===== src/rtl/emx_pkg.sv =====
`default_nettype none
package emx_pkg;

	// Channel field and address widths
	localparam int CHAN_W = 6;
	localparam int ADDR_W = 3;
	localparam int MUX_INPUTS = 4;
	localparam int SEL_W = 2;
	// Externally multiplexed channel range
	localparam logic [5:0] EXT_CHAN_FIRST = 6'h00;
	localparam logic [5:0] EXT_CHAN_LAST = 6'h1f;
	// Internal channel limit without external muxing
	localparam int INT_CHAN_MAX = 16;
	// Pins, direct channels and totals
	localparam int CONV_PINS = 21;
	localparam int TOTAL_CHAN_MAX = 41;
	localparam int TRIG_SHARED = 2;
	// Port A width and address bit positions
	localparam int PORT_W = 8;
	localparam logic [7:0] ADDR_PIN_MASK = 8'h07;
	// Reset values
	localparam logic [2:0] ADDR_RST = 3'h0;
	localparam logic [3:0] CHIPS_RST = 4'h0;

	// Command presented for one conversion
	typedef struct packed {
		logic valid;
		logic [5:0] chan;
	} emx_cmd_type;

	// Analog routing decision for one conversion
	typedef struct packed {
		logic valid;
		logic external;
		logic [1:0] mux_sel;
		logic [5:0] chan;
	} emx_route_type;

endpackage : emx_pkg
`default_nettype wire


===== src/rtl/emx_chan_decode.sv =====
`timescale 1ns/100ps
`default_nettype none
module emx_chan_decode (
	// Channel in
	input wire logic [5:0] chan,
	input wire logic mux_en,
	// Decoded outputs
	output logic is_ext,
	output logic [2:0] addr,
	output logic [1:0] sel
);
	import emx_pkg::*;

	// Split channel into mux address and mux input select
	always_comb begin
		is_ext = mux_en && (chan <= EXT_CHAN_LAST);
		addr = chan[2:0];
		sel = chan[4:3];
	end
endmodule : emx_chan_decode
`default_nettype wire


===== src/rtl/emx_pin_ctrl.sv =====
`timescale 1ns/100ps
`default_nettype none
module emx_pin_ctrl #(
	parameter int W = 8
) (
	// Port state
	input wire logic [W-1:0] port_dir,
	input wire logic [W-1:0] port_latch,
	input wire logic [W-1:0] pin_in,
	input wire logic mux_en,
	input wire logic [2:0] addr_latch,
	// Pin drive and readback
	output logic [W-1:0] pin_oe,
	output logic [W-1:0] port_rd
);
	import emx_pkg::*;

	// Per pin: open drain pull down, forced for address bits in mux mode
	genvar g;
	generate
		for (g = 0; g < W; g++) begin : g_pin
			if (g < ADDR_W) begin : g_addr
				// Mux mode overrides direction and reads the latch
				assign pin_oe[g] = mux_en ? ~addr_latch[g]
					: port_dir[g] & ~port_latch[g];
				assign port_rd[g] = mux_en ? addr_latch[g]
					: (port_dir[g] ? port_latch[g] : pin_in[g]);
			end else begin : g_gp
				// Plain port bit, never touched by mux mode
				assign pin_oe[g] = port_dir[g] & ~port_latch[g];
				assign port_rd[g] = port_dir[g] ? port_latch[g] : pin_in[g];
			end
		end
	endgenerate
endmodule : emx_pin_ctrl
`default_nettype wire


===== src/rtl/emx_mux_ctrl.sv =====
// Operation
// - Supports one to four external mux chips
// - Up to 32 external channels converted
// - Channel taken from each command word
// - Three address outputs select one of eight
// - Open drain address from command channel
// - Channel picks one of four mux inputs
// - External channels are numbers 0 to 31
// - Address pins are forced outputs only in mux mode
// - Queue features same for both channel kinds
// - Internal muxing serves at most 16 channels
// - Three inputs become address, one per chip
// - 21 pins give at most 41 channels
// - Counts assume triggers share two analog pins
// - Direction ignored, address pins forced driven; each is pulled low only where its address latch bit is zero
// - Port read returns address latch bits
`timescale 1ns/100ps
`default_nettype none
module emx_mux_ctrl #(
	parameter int NUM_CHIPS = 4,
	parameter int PORT_W = 8
) (
	// Clock and reset
	input wire logic sys_clk,
	input wire logic arst_n,
	// Mode bit from converter_control_reg_zero
	input wire logic mux_en,
	// Command from the queue engine
	input wire emx_pkg::emx_cmd_type cmd,
	// Routing toward the sample stage
	output emx_pkg::emx_route_type route,
	// Port A pin interface
	input wire logic [PORT_W-1:0] port_dir,
	input wire logic [PORT_W-1:0] port_latch,
	input wire logic [PORT_W-1:0] pin_in,
	output logic [PORT_W-1:0] pin_out,
	output logic [PORT_W-1:0] pin_oe,
	output logic [PORT_W-1:0] port_rd,
	// Channel availability
	output logic [5:0] total_chan
);
	import emx_pkg::*;

	logic dec_ext; // Command channel is external
	logic [2:0] dec_addr; // Decoded address
	logic [1:0] dec_sel; // Decoded mux input select
	logic [2:0] mux_address_out_r; // Address latch
	emx_route_type route_r; // Registered routing
	logic [5:0] total_nxt; // Channel count

	// Channel decode
	emx_chan_decode u_dec (
		.chan(cmd.chan),
		.mux_en(mux_en),
		.is_ext(dec_ext),
		.addr(dec_addr),
		.sel(dec_sel)
	);

	// Address latch loads from each external command
	always_ff @(posedge sys_clk or negedge arst_n) begin
		if (!arst_n) begin
			mux_address_out_r <= ADDR_RST;
		end else if (cmd.valid && dec_ext) begin
			mux_address_out_r <= dec_addr;
		end
	end

	// Route each command to a mux input or direct channel
	always_ff @(posedge sys_clk or negedge arst_n) begin
		if (!arst_n) begin
			route_r <= '0;
		end else begin
			route_r.valid <= cmd.valid;
			route_r.external <= dec_ext;
			route_r.mux_sel <= dec_ext ? dec_sel : 2'h0;
			route_r.chan <= cmd.chan;
		end
	end
	assign route = route_r;

	// Pin drive and readback, open drain so data pins stay low
	emx_pin_ctrl #(.W(PORT_W)) u_pins (
		.port_dir(port_dir),
		.port_latch(port_latch),
		.pin_in(pin_in),
		.mux_en(mux_en),
		.addr_latch(mux_address_out_r),
		.pin_oe(pin_oe),
		.port_rd(port_rd)
	);
	assign pin_out = '0;

	// Available channels: 16 direct, or 13-n direct plus eight per chip
	always_comb begin
		if (mux_en && NUM_CHIPS > 0) begin
			total_nxt = 6'(INT_CHAN_MAX - ADDR_W - NUM_CHIPS
				+ (NUM_CHIPS << ADDR_W));
		end else begin
			total_nxt = 6'(INT_CHAN_MAX);
		end
	end
	assign total_chan = total_nxt;
endmodule : emx_mux_ctrl
`default_nettype wire


===== config.mk =====
export PLATFORM = sky130hd
export DESIGN_NAME = emx_mux_ctrl
export DESIGN_NICKNAME = d
export VERILOG_FILES = /design/src/rtl/emx_pkg.sv /design/src/rtl/emx_chan_decode.sv /design/src/rtl/emx_pin_ctrl.sv /design/src/rtl/emx_mux_ctrl.sv
export SDC_FILE = /design/constraint.sdc
export NUM_CORES = 1
export LEC_CHECK = 0
export ABC_CLOCK_PERIOD_IN_PS = 1000
export BUFFER_PORTS_ARGS = -buffer_cell sky130_fd_sc_hd__buf_4
export CORE_MARGIN = 4
export CORE_UTILIZATION = 35
export CTS_CLUSTER_DIAMETER = 30
export DETAILED_ROUTE_END_ITERATION = 12
export PLACE_DENSITY = 0.78
export SLEW_MARGIN = 20
export SYNTH_ARGS = -nofsm -noshare
export SYNTH_HDL_FRONTEND = slang
export SYNTH_HIERARCHICAL = 1
export SYNTH_SLANG_ARGS = --single-unit

===== constraint.sdc =====
create_clock -name sys_clk -period 1 [get_ports sys_clk]
set_input_delay 0.2 -clock sys_clk [delete_from_list [all_inputs] [get_ports sys_clk]]
set_output_delay 0.2 -clock sys_clk [all_outputs]
set_load 0.01 [all_outputs]

==> summary.txt <==
Place
  – RePlAce Congestion: 0.6245
  – PortBufs: 63
  – Post-Place Worst Slack: -0.2030 ns
  – Area post-placement: 1172 µm²

Detailed routing
  – DRT Wirelength: 1832 µm
  – Via count: 640
  – Iter 0 DRT Violations: 2
  – DRT Pass-1 Iters: 3
  – Wire per inst: 11.97 µm
  – Vias per cell: 4.183
  – Detail Route Antenna Nets: 0
  – Residual DRC: 0

Global routing
  – First-pass GRT wire length: 2456 µm
  – Pin count of the biggest net entering global routing: 14
  – Vias in the first global route: 615
  – Gr usage total: 12.02%
  – Gr ovfl total: 0
  – Antenna violations before repair: 0

Timing
  – Period utilisation layout: 125.3%
  – FMAX: 798.2 MHz
  – # setup viols final: 6
  – Slew Limit Fails: 0
  – Fin crit period: 1.253 ns
  – RSZ-0062 raised after global routing: yes
  – Final hold violations: 0
  – Fin worst setup slack: -0.2528 ns
  – Clock Skew: 0 ns

Logic synthesis
  – Most frequent cell after synthesis: buf_4
  – Post-synthesis register bit count: 13
  – Cell count after synthesis: 64
  – Compound-gate portion of the synthesized area: 1.146%
  – Largest family of logic cells by synthesized area: multiplexers
  – Synth top area share: 42.55%
  – Count of cell types in the netlist: 15
  – Post-synthesis sequential area ratio: 42.55%
  – Adder-Cell Fraction of Synth Area: 0%
  – Synth async-reset ratio: 100.0%
  – YS warnings: 6
  – Predominant post-synthesis flop cell: dfrtp_1
  – Mux contribution to synthesized area: 25.37%
  – Post-Synth Simple-Gate Area: 11.13%
  – Syn avg cell area: about 12 µm²
  – Post-synth EDFFs: 0
  – Area leader, netlist: dfrtp_1
  – Synth Area in XOR/XNOR: 0%
  – Cell area after synthesis: between 700 and 800 µm²
  – Synth cell count leaders: 18 x buf_4, 13 x dfrtp_1, 7 x mux2_2
  – Top cells by area, synth: dfrtp_1 43%, buf_4 18%, mux2_2 10%

Hold path
  – Min-delay src: cmd[4]
  – Worst min-delay path category: in2reg

Finish
  – # nets final: 161
  – Post-Layout Inst Area: roughly 1300 µm²
  – Area Overhead vs Synth: 66.94%
  – Layout cells sized above 1: 69.05%
  – Diodes inserted: 0
  – Fill count: 173

Clock network
  – H-tree level count: 1
  – CTS sink cnt: 13
  – CTS Root Buffer Type: clkbuf_4
  – CTS tree: done
  – Cts bufs inserted: 3
  – Clk_lat worst skew: 0.27 ns
  – Clock slew at reported path FFs: 0.07 ns
  – CTS max path bufs: 2

Critical path
  – Worst R2R Start: mux_address_out_r[1]
  – Arr. time, crit path: 1.05 ns
  – Worst Path Required: ~0.8 ns
  – Nature of the critical path endpoint: output pin
  – Startpoint Class: flip-flop
  – Critical Path Fanout Max: 3
  – Worst Setup SP: mux_address_out_r[1]
  – Crit Path Class: reg2out

Run
  – Number of max-cap violations: 0

Pwr
  – Peak supply drop: 0.0005995 V
  – Total power draw: 1.439 mW
  – Pwr Density: roughly 1100 nW/µm²
  – Leakage power: 0.6988 nW

Floorplan
  – Starting Density: between 30 and 40%
  – Die height: 54.74 µm
  – Total core area: 2022 µm²
  – Chip width: 54.74 µm
  – Std-Cell Rows: 16
  – Ports: between 70 and 80
  – Die ar.: 2996 µm²

Run status
  – Violated checks: setup timing
  – Status: complete, but fails checks
==> worst paths after layout <==
check | cells past startpoint | endpoint | slack (ns)
min in group asynchronous | 2 | route[4] | 0.30
hold reg to reg | 2 | mux_address_out_r[2] | 0.62
max in group asynchronous | 2 | route[1] | 0.54
hold / removal | 1 | route[4] | 0.04
setup reg to reg | 2 | mux_address_out_r[1] | 0.11
setup / recovery | 2 | port_rd[1] | -0.25
==> repair_timing <==
item / in CTS / in global routing
endpoints found under the setup margin: 6 / 13
pin swaps: 0 / 0
gates resized for setup: 5 / 8
hold buffers: 1 / 0
setup buffers: 3 / 0
endpoints found under the hold margin: 13 / 0
==> state kept, by name (all words and copies together), names as in the netlist <==
signal	cells
route	10
mux_address_out_r	3
==> critical path, stage by stage (launching register included) <==
cell and delay [ns]:
dfrtp_1 0.40, mux2_4 0.27, buf_6 0.12
==> metrics by stage <==
| step | utilization [%] | setup TNS (ns) | hold slack [ns] | std cells |
|---|---|---|---|---|
| global route | 63.12 | -1.507 | 0.02729 | 153 |
| floorplan | - | 0 | -0.09559 | 73 |
| CTS | 61.82 | -1.243 | 0.03040 | 153 |
| detailed placement | 57.98 | -0.7771 | 0.04912 | 145 |
| global placement | 57.98 | -0.7134 | 0.04340 | 145 |
| finish | 63.12 | -1.165 | 0.03891 | 153 |
==> kinds of logic (layout without fill, tap and decap cells) <==
group           Yosys count  in the layout
buf+inv                  21             74
mux                      16             16
flops                    13             13
simple gates             12             12
other cells               1             10
compound gates            1              1
==> per-layer routing <==
| metal | global-route usage [%] | vias to the layer above | wire length [µm] |
|---|---|---|---|
| li1 | - | 305 | - |
| met1 | 11.15 | 298 | 571 |
| met2 | 22.44 | 35 | 1057 |
| met3 | 2.725 | 2 | 175 |
| met4 | 8.714 | 0 | 27 |
| met5 | 0 | - | 0 |
==> layout make-up <==
type	count	area, µm²	share of cell area (%)
Tap cell	27	33.78	2.647
Clock buffer	4	26.28	2.059
Timing Repair Buffer	68	550.5	43.14
Multi-Input combinational cell	39	332.8	26.08
Inverter	2	7.507	0.5882
Sequential cell	13	325.3	25.49
==> power breakdown <==
part / switching, mW / internal (mW) / leakage [nW] / total [mW]
combinational: 0.196 / 0.341 / 0.527 / 0.537
clock: 0.155 / 0.154 / 0.0150 / 0.310
sequential: 0.0248 / 0.568 / 0.157 / 0.593
total: 0.376 / 1.06 / 0.699 / 1.44
==> layout by cell type, fill, tap and decap left out, types with 2 or more instances in the layout <==
cell type	count
and2_2	2
buf_4	57
buf_6	10
clkbuf_4	3
conb_1	10
dfrtp_1	13
mux2_2	5
mux2_4	7
mux2i_1	4
nor2b_1	5
or2b_1	2
(Power assumes the default switching activity.)
